$ cat src/inc/sncr_pkg.sv
/*
  Package for the switch node configuration register bank: register numbers,
  field positions, reset values and carrier structs.
  Assumes a single core clock domain and register numbers as word indexes.
*/
package sncr_pkg;
  // Register numbers
  localparam logic [7:0] REG_SWITCH_CLOCK_DIVIDER = 8'h07;
  localparam logic [7:0] REG_REFERENCE_CLOCK_DIVIDER = 8'h08;
  localparam logic [7:0] REG_JTAG_IDENTIFICATION_WORD = 8'h09;
  localparam logic [7:0] REG_USER_CODE_WORD = 8'h0a;
  localparam logic [7:0] REG_NODE_IDENTIFIER = 8'h05;
  localparam logic [7:0] REG_ROUTE_DIRECTIONS_LOW = 8'h0c;
  localparam logic [7:0] REG_ROUTE_DIRECTIONS_HIGH = 8'h0d;
  localparam logic [7:0] REG_TILE0_DEBUG_LINE_CONFIG = 8'h10;
  localparam logic [7:0] REG_TILE1_DEBUG_LINE_CONFIG = 8'h11;
  localparam logic [7:0] REG_DEBUG_EVENT_SOURCE = 8'h1f;
  localparam logic [7:0] REG_LINK_STATUS_BASE = 8'h20;
  localparam int NUM_LINKS = 8;
  localparam int NUM_TILES = 2;
  // Reset values
  localparam logic [15:0] RST_SWITCH_CLOCK_DIVIDER = 16'h0000;
  localparam logic [15:0] RST_REFERENCE_CLOCK_DIVIDER = 16'h0003;
  localparam logic [15:0] RST_NODE_IDENTIFIER = 16'h0000;
  localparam logic [31:0] RST_ROUTE_DIRECTIONS = 32'h0000_0000;
  // Field positions
  localparam int DBG_REQ_ENABLE_BIT = 1;
  localparam int DBG_DRIVE_ENABLE_BIT = 0;
  localparam int SRC_EXTERNAL_PIN_BIT = 4;
  localparam int SRC_CORE1_BIT = 1;
  localparam int SRC_CORE0_BIT = 0;
  localparam int LNK_TARGET_LSB = 24;
  localparam int LNK_DEST_LSB = 16;
  localparam int LNK_DIRECTION_LSB = 8;
  localparam int LNK_NETWORK_LSB = 4;
  localparam int LNK_JUNK_BIT = 2;
  localparam int LNK_DEST_BUSY_BIT = 1;
  localparam int LNK_SRC_BUSY_BIT = 0;
  localparam int USER_OTP_LSB = 18;
  // Link target kinds
  localparam logic [1:0] TARGET_SWITCH_LINK = 2'h0;
  localparam logic [1:0] TARGET_PROCESSOR_LINK = 2'h1;
  localparam logic [1:0] TARGET_SWITCH_CONTROL_PORT = 2'h2;
  localparam logic [1:0] TARGET_UNDEFINED = 2'h3;

  // Configuration access request
  typedef struct packed {
    logic rd;
    logic wr;
    logic [7:0] num;
    logic [31:0] wdata;
  } sncr_cfg_req_t;

  // Read answer
  typedef struct packed {
    logic valid;
    logic [31:0] rdata;
  } sncr_cfg_rsp_t;

  // Live status of one link from the switch fabric
  typedef struct packed {
    logic [1:0] target;
    logic [7:0] dest_link;
    logic junk;
    logic dest_busy;
    logic src_busy;
  } sncr_link_stat_t;

  // Routing lookup answer
  typedef struct packed {
    logic valid;
    logic local_hit;
    logic [3:0] direction;
  } sncr_route_t;

  typedef enum logic [1:0] {
    SNCR_IDLE = 2'b01,
    SNCR_ANSWER = 2'b10
  } sncr_state_t;
endpackage

$ cat src/rtl/sncr_regs.sv
/*
  Node configuration register bank of the on-chip packet switch, with the
  routing direction lookup and the debug line logic.
  Assumes requests, link status and debug inputs are synchronous to core_clk.
*/
`timescale 1ns/1ns
// Summary of operation
// - Switch clock divider: 16-bit RW low field, reset zero, upper bits read zero.
// - Reference clock divider: 16-bit RW low field, resets to three.
// - User code word read-only: OTP code in 31:18, metal ID in 17:0.
// - Low direction table: eight 4-bit RW entries for mismatch bits 0..7.
// - High direction table: eight 4-bit RW entries for mismatch bits 8..15.
// - Route by table entry of highest differing bit of destination versus node id.
// - Debug config bit 1 lets the shared debug line request core debug.
// - Debug config bit 0 lets the core in-debug flag drive the shared line.
// - Debug source records last event cause: pin bit 4, core1 bit 1, core0 bit 0.
// - Link status 25:24 reports the link target type, read-only.
// - Link status 23:16 reports destination link while in use, read-only.
// - Link status 11:8 holds RW direction field, reset zero.
// - Link status 5:4 holds RW network number, reset zero.
// - Link status bit 2 shows the current packet is junk.
// - Link status bit 1 dest side busy, bit 0 source side busy.
// - Link registers are numbers 0x20 onward, one per link 0..7.
// - JTAG identification word read-only, fields 31:28, 27:12, 11:1, 0.
// - Node identifier is 16-bit RW, reset zero.
module sncr_regs import sncr_pkg::*; #(
  parameter logic [31:0] JTAG_ID_VALUE = 32'h1000_0001, // Arbitrary value
  parameter logic [13:0] USER_OTP_VALUE = 14'h0000,
  parameter logic [17:0] METAL_ID_VALUE = 18'h00001 // Arbitrary value
) (
  // Clock and reset
  input wire logic core_clk,
  input wire logic arst_n,
  // Configuration access
  input wire sncr_cfg_req_t cfg_req,
  output sncr_cfg_rsp_t cfg_rsp,
  // Routing lookup
  input wire logic route_req,
  input wire logic [15:0] route_dest_id,
  output sncr_route_t route_rsp,
  // Link status from the fabric
  input wire sncr_link_stat_t [NUM_LINKS-1:0] link_stat,
  // Debug
  input wire logic [NUM_TILES-1:0] core_in_debug_flag,
  input wire logic ext_debug_pin,
  output logic shared_debug_line,
  output logic [NUM_TILES-1:0] core_debug_request,
  // Configuration fields steering the fabric
  output logic [15:0] switch_clock_divider,
  output logic [15:0] reference_clock_divider,
  output logic [15:0] node_identifier,
  output logic [NUM_LINKS*4-1:0] link_direction,
  output logic [NUM_LINKS*2-1:0] link_network
);

  typedef struct packed {
    sncr_state_t state;
    sncr_cfg_rsp_t rsp;
    sncr_route_t route;
    logic [15:0] swdiv;
    logic [15:0] refdiv;
    logic [15:0] node_id;
    logic [31:0] dir_lo;
    logic [31:0] dir_hi;
    logic [NUM_TILES-1:0] dbg_req_en;
    logic [NUM_TILES-1:0] dbg_drv_en;
    logic [2:0] dbg_src;
    logic line;
    logic [NUM_TILES-1:0] dbg_request;
    logic [NUM_LINKS*4-1:0] ldir;
    logic [NUM_LINKS*2-1:0] lnet;
  } sncr_st_t;

  sncr_st_t st;
  sncr_st_t next_st;
  logic [31:0] link_word [NUM_LINKS];
  logic [NUM_LINKS-1:0] link_hit;
  logic [NUM_TILES-1:0] core_drive;
  logic [NUM_TILES-1:0] tile_hit;

  // Per-link status word and address match
  for (genvar k = 0; k < NUM_LINKS; k++) begin : g_link
    always_comb begin
      link_word[k] = '0;
      link_word[k][LNK_TARGET_LSB +: 2] = link_stat[k].target;
      link_word[k][LNK_DEST_LSB +: 8] = (link_stat[k].src_busy | link_stat[k].dest_busy) ?
        link_stat[k].dest_link : 8'h00;
      link_word[k][LNK_DIRECTION_LSB +: 4] = st.ldir[k*4 +: 4];
      link_word[k][LNK_NETWORK_LSB +: 2] = st.lnet[k*2 +: 2];
      link_word[k][LNK_JUNK_BIT] = link_stat[k].junk;
      link_word[k][LNK_DEST_BUSY_BIT] = link_stat[k].dest_busy;
      link_word[k][LNK_SRC_BUSY_BIT] = link_stat[k].src_busy;
    end
    assign link_hit[k] = (cfg_req.num == REG_LINK_STATUS_BASE + 8'(k));
  end

  // Per-tile debug line terms
  for (genvar t = 0; t < NUM_TILES; t++) begin : g_tile
    assign core_drive[t] = st.dbg_drv_en[t] & core_in_debug_flag[t];
    assign tile_hit[t] = (cfg_req.num == REG_TILE0_DEBUG_LINE_CONFIG + 8'(t));
  end

  // Next-state logic: writes, reads, routing and debug line
  always_comb begin
    logic [15:0] diff;
    logic [3:0] msb;
    logic [31:0] rd;
    logic line_now;
    diff = '0;
    msb = '0;
    rd = '0;
    line_now = 1'b0;
    next_st = st;
    // Writes; read-only fields and unmapped numbers ignore them
    if (cfg_req.wr) begin
      case (cfg_req.num)
        REG_SWITCH_CLOCK_DIVIDER: next_st.swdiv = cfg_req.wdata[15:0];
        REG_REFERENCE_CLOCK_DIVIDER: next_st.refdiv = cfg_req.wdata[15:0];
        REG_NODE_IDENTIFIER: next_st.node_id = cfg_req.wdata[15:0];
        REG_ROUTE_DIRECTIONS_LOW: next_st.dir_lo = cfg_req.wdata;
        REG_ROUTE_DIRECTIONS_HIGH: next_st.dir_hi = cfg_req.wdata;
        REG_DEBUG_EVENT_SOURCE: next_st.dbg_src = {cfg_req.wdata[SRC_EXTERNAL_PIN_BIT],
          cfg_req.wdata[SRC_CORE1_BIT], cfg_req.wdata[SRC_CORE0_BIT]};
        default: begin
        end
      endcase
      for (int t = 0; t < NUM_TILES; t++) begin
        if (tile_hit[t]) begin
          next_st.dbg_req_en[t] = cfg_req.wdata[DBG_REQ_ENABLE_BIT];
          next_st.dbg_drv_en[t] = cfg_req.wdata[DBG_DRIVE_ENABLE_BIT];
        end
      end
      for (int k = 0; k < NUM_LINKS; k++) begin
        if (link_hit[k]) begin
          next_st.ldir[k*4 +: 4] = cfg_req.wdata[LNK_DIRECTION_LSB +: 4];
          next_st.lnet[k*2 +: 2] = cfg_req.wdata[LNK_NETWORK_LSB +: 2];
        end
      end
    end
    // Shared line: pin or any enabled core in debug
    line_now = ext_debug_pin | (|core_drive);
    next_st.line = line_now;
    next_st.dbg_request = st.dbg_req_en & {NUM_TILES{line_now}};
    // Record the cause on a rising edge; a hardware event wins over a write
    if (line_now && !st.line) begin
      next_st.dbg_src = {ext_debug_pin, core_drive[1], core_drive[0]};
    end
    // Read mux; reserved bits read zero
    case (cfg_req.num)
      REG_SWITCH_CLOCK_DIVIDER: rd = {16'h0000, st.swdiv};
      REG_REFERENCE_CLOCK_DIVIDER: rd = {16'h0000, st.refdiv};
      REG_JTAG_IDENTIFICATION_WORD: rd = JTAG_ID_VALUE;
      REG_USER_CODE_WORD: rd = {USER_OTP_VALUE, METAL_ID_VALUE};
      REG_NODE_IDENTIFIER: rd = {16'h0000, st.node_id};
      REG_ROUTE_DIRECTIONS_LOW: rd = st.dir_lo;
      REG_ROUTE_DIRECTIONS_HIGH: rd = st.dir_hi;
      REG_DEBUG_EVENT_SOURCE: rd = {27'h0000000, st.dbg_src[2], 2'h0, st.dbg_src[1:0]};
      default: rd = '0;
    endcase
    for (int t = 0; t < NUM_TILES; t++) begin
      if (tile_hit[t]) begin
        rd = {30'h0, st.dbg_req_en[t], st.dbg_drv_en[t]};
      end
    end
    for (int k = 0; k < NUM_LINKS; k++) begin
      if (link_hit[k]) begin
        rd = link_word[k];
      end
    end
    // One-cycle read answer
    case (st.state)
      SNCR_IDLE: begin
        next_st.rsp.valid = cfg_req.rd;
        next_st.rsp.rdata = cfg_req.rd ? rd : st.rsp.rdata;
        next_st.state = cfg_req.rd ? SNCR_ANSWER : SNCR_IDLE;
      end
      SNCR_ANSWER: begin
        next_st.rsp.valid = cfg_req.rd;
        next_st.rsp.rdata = cfg_req.rd ? rd : st.rsp.rdata;
        next_st.state = cfg_req.rd ? SNCR_ANSWER : SNCR_IDLE;
      end
      default: begin
        next_st.state = SNCR_IDLE;
        next_st.rsp.valid = 1'b0;
      end
    endcase
    // Route lookup: highest differing bit picks the table entry
    diff = route_dest_id ^ st.node_id;
    for (int b = 0; b < 16; b++) begin
      if (diff[b]) begin
        msb = 4'(b);
      end
    end
    next_st.route.valid = route_req;
    next_st.route.local_hit = (diff == 16'h0000);
    if (diff == 16'h0000) begin
      next_st.route.direction = 4'h0;
    end else if (msb[3]) begin
      next_st.route.direction = st.dir_hi[msb[2:0]*4 +: 4];
    end else begin
      next_st.route.direction = st.dir_lo[msb[2:0]*4 +: 4];
    end
  end

  // State register
  always_ff @(posedge core_clk or negedge arst_n) begin
    if (!arst_n) begin
      st <= '0;
      st.state <= SNCR_IDLE;
      st.swdiv <= RST_SWITCH_CLOCK_DIVIDER;
      st.refdiv <= RST_REFERENCE_CLOCK_DIVIDER;
      st.node_id <= RST_NODE_IDENTIFIER;
      st.dir_lo <= RST_ROUTE_DIRECTIONS;
      st.dir_hi <= RST_ROUTE_DIRECTIONS;
    end else begin
      st <= next_st;
    end
  end

  // Outputs straight from flops
  assign cfg_rsp = st.rsp;
  assign route_rsp = st.route;
  assign shared_debug_line = st.line;
  assign core_debug_request = st.dbg_request;
  assign switch_clock_divider = st.swdiv;
  assign reference_clock_divider = st.refdiv;
  assign node_identifier = st.node_id;
  assign link_direction = st.ldir;
  assign link_network = st.lnet;

  // Checks
  property p_refdiv_write;
    @(posedge core_clk) disable iff (!arst_n)
      cfg_req.wr && cfg_req.num == REG_REFERENCE_CLOCK_DIVIDER |=> reference_clock_divider == $past(cfg_req.wdata[15:0]);
  endproperty
  a_refdiv_write: assert property (p_refdiv_write) else $error("ref divider write lost");
  property p_swdiv_read;
    @(posedge core_clk) disable iff (!arst_n)
      cfg_req.rd && cfg_req.num == REG_SWITCH_CLOCK_DIVIDER |=> cfg_rsp.valid && cfg_rsp.rdata[31:16] == 16'h0000
        && cfg_rsp.rdata[15:0] == $past(switch_clock_divider);
  endproperty
  a_swdiv_read: assert property (p_swdiv_read) else $error("switch divider read wrong");
  property p_usercode;
    @(posedge core_clk) disable iff (!arst_n)
      cfg_req.rd && cfg_req.num == REG_USER_CODE_WORD |=> cfg_rsp.rdata == {USER_OTP_VALUE, METAL_ID_VALUE};
  endproperty
  a_usercode: assert property (p_usercode) else $error("user code wrong");
  property p_local;
    @(posedge core_clk) disable iff (!arst_n)
      route_req && route_dest_id == node_identifier |=> route_rsp.valid && route_rsp.local_hit;
  endproperty
  a_local: assert property (p_local) else $error("local delivery missed");
  property p_route_top;
    @(posedge core_clk) disable iff (!arst_n)
      route_req && (route_dest_id[15] != node_identifier[15]) |=> route_rsp.direction == $past(st.dir_hi[31:28]);
  endproperty
  a_route_top: assert property (p_route_top) else $error("route top dimension wrong");
  property p_dbg_req;
    @(posedge core_clk) disable iff (!arst_n)
      !st.dbg_req_en[0] |=> !core_debug_request[0];
  endproperty
  a_dbg_req: assert property (p_dbg_req) else $error("debug request without enable");
  property p_dbg_drive;
    @(posedge core_clk) disable iff (!arst_n)
      st.dbg_drv_en[1] && core_in_debug_flag[1] |=> shared_debug_line;
  endproperty
  a_dbg_drive: assert property (p_dbg_drive) else $error("core did not drive debug line");
  property p_link_stat;
    @(posedge core_clk) disable iff (!arst_n)
      cfg_req.rd && cfg_req.num == REG_LINK_STATUS_BASE |=> cfg_rsp.rdata[25:24] == $past(link_stat[0].target)
        && cfg_rsp.rdata[2:0] == $past({link_stat[0].junk, link_stat[0].dest_busy, link_stat[0].src_busy});
  endproperty
  a_link_stat: assert property (p_link_stat) else $error("link status read wrong");
  c_route: cover property (@(posedge core_clk) route_rsp.valid && !route_rsp.local_hit);
  c_dbg: cover property (@(posedge core_clk) shared_debug_line && core_debug_request[0]);
  c_link_rd: cover property (@(posedge core_clk) cfg_rsp.valid && cfg_rsp.rdata[0]);
endmodule

$ cat config.mk
export PLATFORM = sky130hd
export DESIGN_NAME = sncr_regs
export DESIGN_NICKNAME = d
export VERILOG_FILES = /design/src/inc/sncr_pkg.sv /design/src/rtl/sncr_regs.sv
export SDC_FILE = /design/constraint.sdc
export NUM_CORES = 1
export LEC_CHECK = 0
export BUFFER_PORTS_ARGS = -buffer_cell sky130_fd_sc_hd__buf_2
export CORE_ASPECT_RATIO = 0.75
export CORE_MARGIN = 2
export CORE_UTILIZATION = 31
export DETAILED_ROUTE_END_ITERATION = 10
export SLEW_MARGIN = 20
export SYNTH_ARGS = -nofsm -noshare
export SYNTH_HDL_FRONTEND = slang
export SYNTH_SLANG_ARGS = --single-unit
export TNS_END_PERCENT = 100
$ cat constraint.sdc
create_clock -name core_clk -period 6.6 [get_ports core_clk]
set_input_delay 0.33 -clock core_clk [delete_from_list [all_inputs] [get_ports core_clk]]
set_output_delay 0.33 -clock core_clk [all_outputs]
set_load 0.05 [all_outputs]
# Word level (Yosys, flattened, before mapping)
# Cells that the tools add are included.
# totals
output_inout_bits	138
wordCells	134
in_bits	168
regBits	211
# classes
shifts	2
n_bitwise	13
eq_ne	20
reduce_logical	24
mux	41
# op_table
op	count
$mux 32	10
$pmux 32 s8	1
$eq 8x6->1 const B	8
$mux 4	16
$mux 8	8
$shiftx 32x6->4	2
$eq 8x4->1 const B	5
$reduce_and 2->1	17
$eq 8x5->1 const B	3
$eq 8x3->1 const B	2
$logic_not 16->1	1
$xor 16x16->16	1
$mux 3	4
$or 1x1->1	9
$reduce_bool 2->1	2
$reduce_or 2->1	2
$and 1x1->1	2
$and 2x2->2	1
$eq 2x1->1 const B	1
$eq 2x2->1 const B	1
$mux 2	1
$logic_and 1x1->1	1
$logic_not 1->1	1
$mux 1	1

# Logic depth before layout (Yosys ltp)
# Gate-level depths: netlist of the first run.
# depth
depth_word	19
mapped_depth	9
depth_no_buf	7

# Least setup slack after synthesis of the first run
# OpenSTA, ideal clock, no wires.
# synth_timing
kind	flip-flop to flip-flop
from	reg st (netlist bit node_identifier[14])
to	reg st (netlist bit route_rsp[3])
t_required_ns	6.479
t_arrival_ns	2.422
slack_ns	4.057
n_path_buf	1
path_stages_with_launch	8
setup_time_ns	0.121
period_less_slack_ns	2.543
path_cell_list	dfrtp_1 -> xor2_2 -> or4_4 -> buf_6 -> nor2_8 -> mux4_2 -> mux2_4 -> a22o_1
# synth_lines
item	line_no	rtl
start, declared	sncr_regs.sv:74	sncr_st_t st;
start signal, assigned	sncr_regs.sv:216	st <= next_st;

==> results of run 1 <==
-- what timing repair did --
item                                   in CTS  in global routing
endpoints found under the hold margin      67                  0
setup buffers                               0                  0
hold buffers                                2                  0
-- cells by family (layout without fill, tap and decap cells) --
family | after synthesis | count (layout) | synth area share (%)
compound gates | 308 | 308 | 18.16
buf+inv | 211 | 368 | 11.37
flops | 210 | 210 | 43.08
simple gates | 207 | 207 | 9.358
mux | 176 | 176 | 16.23
xor+xnor | 20 | 20 | 1.804
other cells | 0 | 3 | 0
-- per-layer routing --
layer  share of wire [%]  vias to the layer above  GRT usage, %
met2                  44                      494         33.28
li1                    -                     4400             -
met4                 2.5                        8         5.255
met3                  10                       62         7.565
met1                  44                     5063         29.72
met5               0.094                        -             0
-- worst paths after layout --
path / start / to / slack [ns] / depth (start not counted)
worst max-delay path: node_identifier[10]$_DFFE_PN0P_ / route_rsp[3]$_DFF_PN0_ / 3.13 / 6
worst min-delay path: cfg_req[31] / st[121]$_DFFE_PN0P_ / 0.04 / 2
worst max register to register: node_identifier[10]$_DFFE_PN0P_ / route_rsp[3]$_DFF_PN0_ / 3.13 / 6
worst min register to register: cfg_rsp[12]$_DFFE_PN0P_ / cfg_rsp[12]$_DFFE_PN0P_ / 0.48 / 1
max in group asynchronous: arst_n / st[73]$_DFFE_PN0P_ / 4.79 / 3
min in group asynchronous: arst_n / cfg_rsp[32]$_DFF_PN0_ / 0.37 / 2
-- state kept, by name, summed over array words and instances, names as in the netlist --
register                 flops
st                          72
cfg_rsp                     33
link_direction              32
link_network                16
node_identifier             16
reference_clock_divider     16
switch_clock_divider        16
route_rsp                    6
core_debug_request           2
shared_debug_line            1
-- cell usage in the layout, fill, tap and decap left out, types with 5 or more instances in the layout --
| cell | n |
|---|---|
| a211o_1 | 8 |
| a21o_1 | 8 |
| a21oi_1 | 28 |
| a221o_1 | 8 |
| a221oi_1 | 17 |
| a222oi_1 | 23 |
| a22o_1 | 12 |
| a22oi_1 | 30 |
| a31oi_1 | 10 |
| buf_2 | 304 |
| buf_4 | 13 |
| clkbuf_16 | 23 |
| clkinv_2 | 6 |
| dfrtp_1 | 207 |
| inv_1 | 6 |
| mux2_2 | 158 |
| mux2i_1 | 13 |
| nand2_1 | 61 |
| nand3_1 | 35 |
| nand4_1 | 5 |
| nor2_1 | 33 |
| nor2b_1 | 8 |
| nor3_1 | 10 |
| nor4b_1 | 10 |
| o211a_1 | 8 |
| o211ai_1 | 31 |
| o21a_1 | 16 |
| o21ai_0 | 61 |
| o21ai_1 | 14 |
| o22ai_1 | 11 |
| o31ai_1 | 8 |
| or3_1 | 7 |
| xnor2_1 | 10 |
| xor2_2 | 5 |
-- worst register-to-register path: cells and delay by family (launching register included) --
family | cells | cell delay, ns
muxes | 2 | 0.85
AOI/OAI and AO/OA | 1 | 0.22
DFF | 1 | 0.43
and+or+nand+nor | 2 | 1.29
xor gates and xnor gates | 1 | 0.60
-- area by class of cell --
cell class              count  area [µm²]
fillers                  3889       24630
multi-input cells         711        5575
flip-flops and latches    210        5259
repair buffers            320        1653
well taps                 512       640.6
clock buffers              30       631.9
clock inverters            11       135.1
inverters                   7       26.28
diodes                      3       7.507
-- through the flow --
step                      utilization [%]  total power, µW  hold slack, ns  setup slack [ns]  area (µm²)
after floorplan                         -             2213         0.03441             4.057       12210
after global placement              34.07             2417          0.3639             3.091       13130
after detailed placement            34.07             2427          0.3662             2.999       13130
after CTS                           36.11             3773         0.02973             3.137       13920
after global routing                36.11             3902         0.04668             3.009       13920
final                               36.13             3739         0.04168             3.125       13930
-- power breakdown --
| group | internal (µW) | leakage, µW | switching, µW |
|---|---|---|---|
| Clock | 791 | 0.000376 | 546 |
| Sequential | 1400 | 0.00285 | 87.0 |
| Combinational | 260 | 0.00360 | 654 |
| Total | 2450 | 0.00683 | 1290 |
==> results.cfg, run 1 <==
[status]
status = completed

[die]
die_w_um = 233.1
die-area_mm2 = 0.04100
ios = 306
num_rows = 62
start_util_pct = 31.66
chipHeight_um = 175.9
coreArea_mm2 = 0.03855

[finish]
area_growth_pct = 14.10
fin_nets = 1441
final_cells = 1804
drive_above_1_share_pct = 42.51

[critical_path]
path_class = flop to flop
cp_cell_sequence = xnor2_1 -> nand4bb_1 -> nor2_8 -> mux4_2 -> mux2_4 -> a22o_1
worst_ep_required_time_ns = 7.02
endpoint_kind = flop
crit_family = simple AND/OR/NAND/NOR gates
path_max_fanout = 24
cp_num_buf_inv = 0
startpoint_type = flop
slowest_delay_ns = 0.71
crit_arrival_ns = 3.89
cp_slowest_cell = nand4bb_1

[synth]
synth_cells = 1132
synth_seq_area_share_pct = 43.08
ys_warn_count = 0
synth_ff_type = dfrtp_1
synth_commonest_cells = 207 x dfrtp_1, 158 x mux2_2, 141 x buf_4, 61 x nand2_1, 61 x o21ai_0
yosysTopAreaCell = dfrtp_1
synth_most_common_cell = dfrtp_1
synth_top_area_share_pct = 42.44
synth_edf_count = 0
ys_ff_latch = 210
avgSynthCellArea_um2 = 10.78
ys_async_sr_fraction_pct = 100.0
syn_area_mm2 = 0.01221
synth_area_leaders = dfrtp_1 42%, mux2_2 15%, buf_4 8.7%
synth_cell_types = 74
syn_nets = 1300

[timing]
slew_headroom_pct = 28.77
fin_skew_ns = 0.01768
slew_viol_final = 0
grt_setup_unrepaired = no
tns_ns = 0
finalSetupViolations = 0
worst_slew_pin_slew_ns = 1.065
fmax_mhz = 287.8
finalHoldViolations = 0
period_minus_slack_ns = 3.475
fin_crit_sh_pct = 52.65

[global_route]
first_global_vias = 9945
grt_pass1_wl_mm = 66.22
grt_max_degree = 75
antenna_found_initial = 7
grt_usage_pct = 21.87
overflow = 0

[run]
maxCapViolCount = 0

[cts]
clockBufferDepth = 3
numClockSinks = 210
clk-insertion-delay-late_ns = 0.53
cts_made_buffers = 23
cts_root_buffer = clkbuf_16
cts_resized = 0
cts.htree.levels = 1
cts_tree = done
clk_pin_slew_worst_paths_ns = 0.06

[detailed_routing]
drc = 0
routedWlPerCell_um = 25.47
vias = 10030
via_per_inst = 5.558
drtIter0Drc = 983
antenna_left = 0
first_pass_iters = 5
wirelength_mm = 45.96

[pwr]
peakVddDrop_mv = 0.1741
p_leak_uw = 0.006829
powerDensity_mw_per_mm2 = 268.4

[placed_design]
portBuffers = 305
dp.cells = 1758
post-dp-hpwl_mm = 35.18
gp_congestion = 0.9111

[hold_path]
hold_class = input port to flop
No activity file was read; power rests on OpenSTA's default activity.
==> run 2, diff against run 1 <==
==> constraint.sdc (replaced) <==
create_clock -name core_clk -period 2.9 [get_ports core_clk]
set_input_delay 0.145 -clock core_clk [delete_from_list [all_inputs] [get_ports core_clk]]
set_output_delay 0.145 -clock core_clk [all_outputs]
set_load 0.05 [all_outputs]
==> results.cfg, run 2 (same netlist as run 1, synthesis figures left out) <==
[cts]
clk-insertion-delay-late_ns = 0.54
cts_root_buffer = clkbuf_16
cts_tree = done
numClockSinks = 210
clk_pin_slew_worst_paths_ns = 0.06
postCtsSetupRepairBufs = 0
cts_made_buffers = 24
clockBufferDepth = 3
cts.htree.levels = 1

[detailed_routing]
vias = 10300
wirelength_mm = 46.86
drtIter0Drc = 986
routedWlPerCell_um = 24.59
first_pass_iters = 5
via_per_inst = 5.403
drc = 0
antenna_left = 0

[finish]
max_flop_register = st
area_growth_pct = 22.09
final_area_mm2 = 0.01490
layout_commonest_cell = buf_2
fin_nets = 1541
mostFrequentLayoutCells = 304 x buf_2, 207 x dfrtp_1, 158 x mux2_2
largest_register_ffs = 72
drive_above_1_share_pct = 42.45

[timing]
fin_skew_ns = 0.01356
finalSetupViolations = 0
period_minus_slack_ns = 2.633
grt_setup_unrepaired = no
finalHoldViolations = 0
fin_crit_sh_pct = 90.79
worst_slew_pin_slew_ns = 0.8629
tns_ns = 0
slew_headroom_pct = 42.47
fmax_mhz = 379.8
slew_viol_final = 0

[status]
status = completed

[placed_design]
post-dp-hpwl_mm = 35.99
portBuffers = 305
dpl_cell_area_mm2 = 0.01346
gp_congestion = 0.9057

[run]
maxCapViolCount = 0

[critical_path]
path_class = input port to flop
startpoint_type = input port
worst_ep_required_time_ns = 3.38
r2r_cells = 8
path_max_fanout = 8
endpoint_kind = flop
crit_arrival_ns = 3.11

[global_route]
grt_usage_pct = 22.33
overflow = 0
antenna_found_initial = 6
grt_pass1_wl_mm = 68.19
grt_max_degree = 95
first_global_vias = 10180

[pwr]
powerDensity_mw_per_mm2 = 587.4
p_leak_uw = 0.007289
finalPower_uw = 8754
peakVddDrop_mv = 0.3744

[die]
die-area_mm2 = 0.04100
ios = 306
num_rows = 62
die_w_um = 233.1
start_util_pct = 31.66
coreArea_mm2 = 0.03855
chipHeight_um = 175.9

[hold_path]
hold_class = input port to flop
hold_depth = 4
==> run 2: cell types whose count changed in the layout (fill, tap and decap cells not counted), moves of 2 or more <==
cell	change
clkbuf_16	+2
buf_12	+3
dlygate4sd3_1	+61
buf_4	+35
==> run 2: worst max-delay path, cell delays in order <==
cell           delay (ns)
buf_2                0.12
or4b_4               0.56
nor2_1               0.43
nand2_1              0.21
nor2_1               0.59
a222oi_1             0.24
nand3_1              0.12
dlygate4sd3_1        0.57
o21a_1               0.12
==> run 2: final timing paths <==
| kind | from | endpoint | slack [ns] |
|---|---|---|---|
| min in group asynchronous | arst_n | cfg_rsp[24]$_DFFE_PN0P_ | 0.24 |
| setup / recovery | cfg_req[36] | cfg_rsp[20]$_DFFE_PN0P_ | 0.27 |
| hold / removal | link_stat[29] | cfg_rsp[16]$_DFFE_PN0P_ | 0.05 |
| setup reg to reg | node_identifier[13]$_DFFE_PN0P_ | route_rsp[3]$_DFF_PN0_ | 0.27 |
| hold reg to reg | cfg_rsp[15]$_DFFE_PN0P_ | cfg_rsp[15]$_DFFE_PN0P_ | 0.47 |
| max in group asynchronous | arst_n | link_direction[10]$_DFFE_PN0P_ | 1.69 |
==> run 2: per-stage QoR <==
step	cells	utilization [%]	hold slack, ns	worst slack (ns)
2_1_floorplan	1132	-	-0.1506	0.3569
3_3_place_gp	1796	34.90	0.2530	0.3461
3_5_place_dp	1796	34.90	0.2555	0.1955
4_1_cts	1902	38.63	0.01120	0.2116
5_1_grt	1904	38.64	0.05796	0.1368
6_report	1906	38.65	0.05079	0.2672
==> run 2: area by class of cell <==
class	instances	area (µm²)
Tap cell	512	640.6
Antenna cell	4	10.01
Multi-Input combinational cell	711	5577
Clock inverter	11	112.6
Clock buffer	32	691.9
Inverter	7	26.28
Timing Repair Buffer	419	2586
Sequential cell	210	5259
Fill cell	3803	23650
==> run 2: metal layers <==
metal	vias to the layer above	global-route usage, %	share of wire (%)
met5	-	0	0.038
met4	4	4.565	2.2
met3	57	6.364	9.6
met2	460	34.21	43
met1	5158	31.31	45
li1	4619	-	-
==> run 2: timing repair <==
item,4_1_cts,5_1_grt
endpoints found under the hold margin,192,0
hold buffers,63,0
setup endpoints to repair,0,2
resized for setup,0,1
==> run 2: where the power goes <==
group	switching (µW)	total (µW)	internal [µW]
logic	1520	2240	721
registers	200	3390	3190
clock network	1280	3130	1850
total	3000	8750	5760
